<file path="src/hdl/bcc_defines.vh">
`ifndef BCC_DEFINES_VH
`define BCC_DEFINES_VH

// Register map (byte addresses on the APB)
`define BCC_ADDR_W              12
`define BCC_BUS_CONTROL_ONE     12'h000

// Field positions of bus_control_one
`define BCC_RSVD_HI             15
`define BCC_RSVD_LO             14
`define BCC_STANDBY_MEM_DRIVE   13
`define BCC_STROBE_DRIVE_CTRL   12
`define BCC_ENDIAN              11
`define BCC_AREA0_BURST_HI      10
`define BCC_AREA0_BURST_LO      9
`define BCC_AREA5_BURST_HI      8
`define BCC_AREA5_BURST_LO      7
`define BCC_AREA6_BURST_HI      6
`define BCC_AREA6_BURST_LO      5
`define BCC_MEMTYPE_HI          4
`define BCC_MEMTYPE_LO          2
`define BCC_AREA5_CARD_SPACE    1
`define BCC_AREA6_CARD_SPACE    0

// Reset value and software-writable bits
`define BCC_RESET_VALUE         16'h0000
`define BCC_WRITE_MASK          16'h37FF

// Memory type codes for areas 2 and 3
`define BCC_MT_NORMAL           3'h0
`define BCC_MT_A3_PSRAM         3'h1
`define BCC_MT_A3_SDRAM         3'h2
`define BCC_MT_BOTH_SDRAM       3'h3
`define BCC_MT_A3_DRAM          3'h4
`define BCC_MT_BOTH_DRAM        3'h5

// Burst counts
`define BCC_BURST_NONE          5'h00
`define BCC_BURST_4             5'h04
`define BCC_BURST_8             5'h08
`define BCC_BURST_16            5'h10

// Cycles after reset release before the strap is taken (sync depth plus one)
`define BCC_STRAP_WAIT          2'h3

`endif

</file>
<file path="src/hdl/bcc_sync2.v">
`timescale 1ns/1ps
module bcc_sync2
(
   input  wire clk_i,
   input  wire rst_n_i,
   input  wire d_i,
   output reg  q_o
);

   reg meta_q;

   // First stage is seen only by the second stage
   always @(posedge clk_i or negedge rst_n_i)
   begin
      if (!rst_n_i)
      begin
         meta_q <= 1'b0;
         q_o    <= 1'b0;
      end
      else
      begin
         meta_q <= d_i;
         q_o    <= meta_q;
      end
   end

endmodule // bcc_sync2

</file>
<file path="src/hdl/bcc_bus_control.v">
// The APB interface to the registers and the address map were left to the implementer.
`timescale 1ns/1ps
`include "bcc_defines.vh"
module bcc_bus_control
(
   input  wire        mclk_i,
   input  wire        nrst_i,
   // APB slave
   input  wire        psel_i,
   input  wire        penable_i,
   input  wire        pwrite_i,
   input  wire [11:0] paddr_i,
   input  wire [31:0] pwdata_i,
   output reg  [31:0] prdata_o,
   output reg         pready_o,
   output reg         pslverr_o,
   // State of the bus controller, same clock
   input  wire        standby_i,
   input  wire        bus_released_i,
   input  wire        row_strobe_two_i,
   input  wire        card_enable_a_i,
   input  wire        card_enable_b_i,
   // Endian strap pin, shared with row strobe two
   input  wire        endian_strap_pin_i,
   output reg         endian_strap_pin_o,
   output reg         endian_strap_pin_oe_o,
   // Mode pins three and four, shared with the card enables
   output reg         mode_pin_three_o,
   output reg         mode_pin_three_oe_o,
   output reg         mode_pin_four_o,
   output reg         mode_pin_four_oe_o,
   // Pin group enables
   output reg         mem_pins_oe_o,
   output reg         strobe_pins_oe_o,
   // Decoded configuration
   output reg         little_endian_o,
   output reg  [4:0]  area0_burst_len_o,
   output reg  [4:0]  area5_burst_len_o,
   output reg  [4:0]  area6_burst_len_o,
   output reg         area2_sdram_o,
   output reg         area2_dram_o,
   output reg         area3_psram_o,
   output reg         area3_sdram_o,
   output reg         area3_dram_o,
   output reg         area5_card_o,
   output reg         area6_card_o
);

   wire        rst_n;
   wire        strap_sync;

   reg  [15:0] bus_control_one_q;
   reg  [15:0] bus_control_one_d;
   reg  [1:0]  strap_cnt_q;
   reg         strap_taken_q;
   reg         endian_q;

   wire        sel_reg;
   wire        access;
   wire        commit;
   wire [15:0] read_value;

   // Reset release through two flops; this reset is power-on only
   bcc_sync2 u_rst_sync
   (
      .clk_i   (mclk_i),
      .rst_n_i (nrst_i),
      .d_i     (1'b1),
      .q_o     (rst_n)
   );

   bcc_sync2 u_strap_sync
   (
      .clk_i   (mclk_i),
      .rst_n_i (rst_n),
      .d_i     (endian_strap_pin_i),
      .q_o     (strap_sync)
   );

   function [4:0] burst_len;
      input [1:0] code;
      begin
         case (code)
            2'b01:   burst_len = `BCC_BURST_4;
            2'b10:   burst_len = `BCC_BURST_8;
            2'b11:   burst_len = `BCC_BURST_16;
            default: burst_len = `BCC_BURST_NONE;
         endcase
      end
   endfunction

   // Strap is taken once the synchroniser holds a real pin sample; it is
   // ignored afterwards, so the pin may become an output later.
   always @(posedge mclk_i or negedge rst_n)
   begin
      if (!rst_n)
      begin
         strap_cnt_q   <= 2'h0;
         strap_taken_q <= 1'b0;
         endian_q      <= 1'b0;
      end
      else if (!strap_taken_q)
      begin
         if (strap_cnt_q == `BCC_STRAP_WAIT)
         begin
            strap_taken_q <= 1'b1;
            endian_q      <= strap_sync;
         end
         else
         begin
            strap_cnt_q <= strap_cnt_q + 2'h1;
         end
      end
   end

   // Single register decode; other addresses answer with an error
   assign sel_reg = (paddr_i == `BCC_BUS_CONTROL_ONE);
   assign access  = psel_i & penable_i;
   assign commit  = access & pready_o;

   // Endian bit comes from the strap flop, reserved bits are constant zero
   assign read_value = {2'b00, bus_control_one_q[13:12], endian_q, bus_control_one_q[10:0]};

   always @*
   begin
      bus_control_one_d = bus_control_one_q;
      if (commit && pwrite_i && sel_reg)
      begin
         bus_control_one_d = pwdata_i[15:0] & `BCC_WRITE_MASK;
      end
   end

   // Only the power-on reset clears it; standby_i does not affect it and there is no manual reset input
   always @(posedge mclk_i or negedge rst_n)
   begin
      if (!rst_n)
      begin
         bus_control_one_q <= `BCC_RESET_VALUE;
      end
      else
      begin
         bus_control_one_q <= bus_control_one_d;
      end
   end

   // One wait state: answer at the second access cycle, then drop
   always @(posedge mclk_i or negedge rst_n)
   begin
      if (!rst_n)
      begin
         pready_o  <= 1'b0;
         pslverr_o <= 1'b0;
         prdata_o  <= 32'h0000_0000;
      end
      else if (access && !pready_o)
      begin
         pready_o  <= 1'b1;
         pslverr_o <= ~sel_reg;
         if (!pwrite_i && sel_reg)
         begin
            prdata_o <= {16'h0000, read_value};
         end
         else
         begin
            prdata_o <= 32'h0000_0000;
         end
      end
      else
      begin
         pready_o  <= 1'b0;
         pslverr_o <= 1'b0;
      end
   end

   // Decoded configuration and pin control, all registered
   always @(posedge mclk_i or negedge rst_n)
   begin
      if (!rst_n)
      begin
         little_endian_o       <= 1'b0;
         area0_burst_len_o     <= `BCC_BURST_NONE;
         area5_burst_len_o     <= `BCC_BURST_NONE;
         area6_burst_len_o     <= `BCC_BURST_NONE;
         area2_sdram_o         <= 1'b0;
         area2_dram_o          <= 1'b0;
         area3_psram_o         <= 1'b0;
         area3_sdram_o         <= 1'b0;
         area3_dram_o          <= 1'b0;
         area5_card_o          <= 1'b0;
         area6_card_o          <= 1'b0;
         mem_pins_oe_o         <= 1'b0;
         strobe_pins_oe_o      <= 1'b0;
         endian_strap_pin_o    <= 1'b0;
         endian_strap_pin_oe_o <= 1'b0;
         mode_pin_three_o      <= 1'b0;
         mode_pin_three_oe_o   <= 1'b0;
         mode_pin_four_o       <= 1'b0;
         mode_pin_four_oe_o    <= 1'b0;
      end
      else
      begin
         little_endian_o   <= endian_q;
         area0_burst_len_o <= burst_len(bus_control_one_q[`BCC_AREA0_BURST_HI:`BCC_AREA0_BURST_LO]);
         area5_burst_len_o <= burst_len(bus_control_one_q[`BCC_AREA5_BURST_HI:`BCC_AREA5_BURST_LO]);
         area6_burst_len_o <= burst_len(bus_control_one_q[`BCC_AREA6_BURST_HI:`BCC_AREA6_BURST_LO]);

         // Reserved codes fall to normal memory so a bad write cannot enable DRAM
         area2_sdram_o <= 1'b0;
         area2_dram_o  <= 1'b0;
         area3_psram_o <= 1'b0;
         area3_sdram_o <= 1'b0;
         area3_dram_o  <= 1'b0;
         case (bus_control_one_q[`BCC_MEMTYPE_HI:`BCC_MEMTYPE_LO])
            `BCC_MT_A3_PSRAM:
            begin
               area3_psram_o <= 1'b1;
            end
            `BCC_MT_A3_SDRAM:
            begin
               area3_sdram_o <= 1'b1;
            end
            `BCC_MT_BOTH_SDRAM:
            begin
               area2_sdram_o <= 1'b1;
               area3_sdram_o <= 1'b1;
            end
            `BCC_MT_A3_DRAM:
            begin
               area3_dram_o <= 1'b1;
            end
            `BCC_MT_BOTH_DRAM:
            begin
               area2_dram_o <= 1'b1;
               area3_dram_o <= 1'b1;
            end
            default:
            begin
               area3_dram_o <= 1'b0;
            end
         endcase

         area5_card_o <= bus_control_one_q[`BCC_AREA5_CARD_SPACE];
         area6_card_o <= bus_control_one_q[`BCC_AREA6_CARD_SPACE];

         mem_pins_oe_o    <= ~standby_i | bus_control_one_q[`BCC_STANDBY_MEM_DRIVE];
         strobe_pins_oe_o <= ~(standby_i | bus_released_i) | bus_control_one_q[`BCC_STROBE_DRIVE_CTRL];

         // Strap pin stays an input until both areas are DRAM
         if (bus_control_one_q[`BCC_MEMTYPE_HI:`BCC_MEMTYPE_LO] == `BCC_MT_BOTH_DRAM)
         begin
            endian_strap_pin_o    <= row_strobe_two_i;
            endian_strap_pin_oe_o <= ~(standby_i | bus_released_i)
                                     | bus_control_one_q[`BCC_STROBE_DRIVE_CTRL];
         end
         else
         begin
            endian_strap_pin_o    <= 1'b0;
            endian_strap_pin_oe_o <= 1'b0;
         end

         // Mode pins are strap inputs unless card space is chosen
         mode_pin_three_o    <= card_enable_a_i & bus_control_one_q[`BCC_AREA5_CARD_SPACE];
         mode_pin_three_oe_o <= bus_control_one_q[`BCC_AREA5_CARD_SPACE]
                                & (~standby_i | bus_control_one_q[`BCC_STANDBY_MEM_DRIVE]);
         mode_pin_four_o     <= card_enable_b_i & bus_control_one_q[`BCC_AREA6_CARD_SPACE];
         mode_pin_four_oe_o  <= bus_control_one_q[`BCC_AREA6_CARD_SPACE]
                                & (~standby_i | bus_control_one_q[`BCC_STANDBY_MEM_DRIVE]);
      end
   end

endmodule // bcc_bus_control

</file>
<file path="config.mk">
export PLATFORM = sky130hd
export DESIGN_NAME = bcc_bus_control
export DESIGN_NICKNAME = d
export VERILOG_FILES = /design/src/hdl/bcc_sync2.v /design/src/hdl/bcc_bus_control.v
export VERILOG_INCLUDE_DIRS = /design/src /design/src/hdl
export SDC_FILE = /design/constraint.sdc
export NUM_CORES = 1
export LEC_CHECK = 0
export ABC_AREA = 1
export BUFFER_PORTS_ARGS = -buffer_cell sky130_fd_sc_hd__buf_2
export CAP_MARGIN = 10
export CELL_PAD_IN_SITES_DETAIL_PLACEMENT = 0
export CELL_PAD_IN_SITES_GLOBAL_PLACEMENT = 1
export CORE_UTILIZATION = 33
export CTS_CLUSTER_SIZE = 16
export DETAILED_ROUTE_END_ITERATION = 8
export PLACE_DENSITY_LB_ADDON = 0.1
export SLEW_MARGIN = 20
export SYNTH_ARGS = -nofsm -noshare
export SYNTH_HDL_FRONTEND = slang
export SYNTH_SLANG_ARGS = --single-unit
</file>
<file path="constraint.sdc">
create_clock -name mclk_i -period 2.6 [get_ports mclk_i]
set_input_delay 0.26 -clock mclk_i [delete_from_list [all_inputs] [get_ports mclk_i]]
set_output_delay 0.26 -clock mclk_i [all_outputs]
set_load 0.03 [all_outputs]
</file>
==> impl_metrics.env <==
export IMPL_dr_pass1_iters=4
export IMPL_grt_setup_unrepaired="no"
export IMPL_clk_pin_slew_ps=60
export IMPL_syn_area_mm2=0.00256
export IMPL_muxShareOfSynthArea_pct=0
export IMPL_arrival_ps=1970
export IMPL_synth_warnings=0
export IMPL_synth_xor_area_share_pct=0.342
export IMPL_yosys_top_cells_area="dfrtp_1 (61%), nand2_1 (9.8%), buf_4 (8.2%)"
export IMPL_core_area_mm2=0.00737
export IMPL_grt_pass1_wl_um=9140
export IMPL_vdd_drop_max_mv=0.201
export IMPL_num_rows=31
export IMPL_synth_top_area_cell="dfrtp_1"
export IMPL_path_cells="nand3_1 > nor2_4 > nand3_1 > nand2_1 > nand2_1"
export IMPL_cp_slowest_stage_delay_ps=530
export IMPL_port_buffers=76
export IMPL_cts_tree="built"
export IMPL_finalInstanceArea_mm2=0.00313
export IMPL_hp_class="in -> reg"
export IMPL_postCtsSetupBuffers=0
export IMPL_wl_um=5350
export IMPL_synth_simple_area_share_pct=23.0
export IMPL_ys_seq_area_share_pct=60.6
export IMPL_postSynthAreaPerCell_um2=9.55
export IMPL_synth_top_family_by_area="simple AND/OR/NAND/NOR gates"
export IMPL_pin_count=120
export IMPL_start_util_pct=34.7
export IMPL_ff_latch_area_mm2=0.00155
export IMPL_fin_skew_ps=3.95
export IMPL_p_per_area_mw_per_mm2=607
export IMPL_layout_common_cells="buf_2 (76), nand2_1 (67), dfrtp_1 (61)"
export IMPL_leakagePower_nw=1.84
export IMPL_cp_slowest_cell="nand3_1"
export IMPL_drt_iter0_drc=47
export IMPL_final_setup_viol_count=0
export IMPL_crit_type="reg -> reg"
export IMPL_synthCells=268
export IMPL_cts_buffers=9
export IMPL_die_h_um=90.1
export IMPL_nets=405
export IMPL_cts_buffer_depth=2
export IMPL_finalCritPeriodShare_pct=67.3
export IMPL_syn_to_final_growth_pct=22.2
export IMPL_cts_root_buf="clkbuf_8"
export IMPL_drv_cap=0
export IMPL_first_global_vias=1846
export IMPL_cts_resized=0
export IMPL_wl_per_cell_um=11.8
export IMPL_fin_crit_ps=1750
export IMPL_start_kind="flop"
export IMPL_worst_setup_path_end_kind="flop"
export IMPL_vias=1894
export IMPL_antenna_cells=0
export IMPL_synth_compound_area_share_pct=0.978
export IMPL_postCtsHoldBufs=1
export IMPL_total_power_mw=1.90
export IMPL_htree_levels=3
export IMPL_setup_ws_ps=851
export IMPL_status="finished clean"
export IMPL_placed_cell_area_mm2=0.00293
export IMPL_synth_cell_types=19
export IMPL_post_route_drc_count=0
export IMPL_dieArea_mm2=0.00811
export IMPL_synth_fa_ha_area_share_pct=0.489
export IMPL_max_freq_mhz=572
export IMPL_fin_tns_setup_ps=0
export IMPL_gp_congestion=0.675
export IMPL_track_usage_pct=14.6
export IMPL_cp_required_ps=2820
export IMPL_cp_max_fo=14
export IMPL_insertion_delay_ps=330
export IMPL_dpl_worst_slack_ps=808
export IMPL_synth_top_area_share_pct=60.6
export IMPL_dp_hpwl_um=3570
export IMPL_clkSinkCount=62
export IMPL_vias_per_cell=4.19
export IMPL_grt_overflow_total=0
export IMPL_finalMaxSlewViolations=0
export IMPL_utilization_pct=42.5
export IMPL_antenna_left=0
export IMPL_layout_commonest_cell="buf_2"
export IMPL_worst_slew_margin_rel_pct=59.8
export IMPL_hold_viol=0
export IMPL_tightest_slew_ps=601
export IMPL_grt_max_degree=31
export IMPL_ys_ff_latch=62
export IMPL_fill_cells=782
export IMPL_antenna_found_initial=0
export IMPL_multi_input_area_um2=729
export IMPL_dieWidth_um=90.1
export IMPL_drive_above_1_share_pct=27.8
[layer usage]
layer | global-route usage (%) | routed length (um) | share of wire, % | vias to the layer above
met3 | 3.47 | 266 | 5.0 | 10
li1 | - | - | - | 952
met5 | 0 | 0 | 0 | -
met1 | 18.8 | 2490 | 47 | 865
met4 | 7.66 | 106 | 2.0 | 0
met2 | 22.9 | 2490 | 46 | 67
[registers in the layout, summed over array words and instances (netlist names), 2 cells and up]
signal,count
area6_burst_len_o,3
area5_burst_len_o,3
strap_cnt_q,2
prdata_o,14
area0_burst_len_o,3
bus_control_one_q,13
[synth_stat cells]
master    count
nand2_1      67
dfrtp_1      62
nor2_1       32
buf_4        28
inv_1        27
nand4_1      27
a21oi_1       4
clkbuf_1      4
buf_6         3
nand3_1       3
conb_1        2
nor3_1        2
and2_1        1
buf_2         1
ha_1          1
nor2_2        1
nor2_4        1
o21ai_0       1
xor2_1        1
[per-stage QoR]
step | instances | hold slack (ps)
5_1_grt | 452 | 20.2
4_1_cts | 452 | 19.8
2_1_floorplan | 291 | -35.6
3_3_place_gp | 436 | 46.5
6_report | 452 | 33.8
3_5_place_dp | 436 | 47.1
[report_power, final]
part | switching, mW | internal [mW] | leakage, nW
clock network | 0.342 | 0.446 | 0.0958
registers | 0.00887 | 0.973 | 0.831
logic | 0.0988 | 0.0309 | 0.909
total | 0.449 | 1.45 | 1.84
[cell type report]
class / count / share of cell area, %
clock buffers: 15 / 5.96
inverters: 27 / 3.24
multi-input cells: 166 / 23.3
flip-flops and latches: 62 / 49.6
well taps: 99 / 3.96
repair buffers: 83 / 13.9
[cell families after synthesis]
| group | count (synthesis) |
|---|---|
| adders and majority gates | 1 |
| buffers and inverters | 63 |
| AOI/OAI and AO/OA | 5 |
| DFF | 62 |
| other | 2 |
| and+or+nand+nor | 134 |
| xor gates and xnor gates | 1 |
[critical path: cells and delay by family, from the launching register on]
kind / cells / cell delay, ps
flip-flops: 1 / 360
AND/OR/NAND/NOR: 5 / 1270
[final timing paths]
kind	startpoint	to	slack (ps)	depth (start not counted)
max	pready_o$_DFF_PN0_	bus_control_one_q[2]$_DFFE_PN0P_	850	5
min	endian_strap_pin_i	u_strap_sync.meta_q$_DFF_PN0_	30	1
max reg2reg	pready_o$_DFF_PN0_	bus_control_one_q[2]$_DFFE_PN0P_	850	5
min reg2reg	u_rst_sync.q_o$_DFF_PN0_	prdata_o[2]$_DFFE_PN0P_	230	0
max in group asynchronous	u_rst_sync.q_o$_DFF_PN0_	area0_burst_len_o[4]$_DFF_PN0_	1720	1
min in group asynchronous	u_rst_sync.q_o$_DFF_PN0_	prdata_o[2]$_DFFE_PN0P_	230	0
No activity file was read; power rests on OpenSTA's default activity.
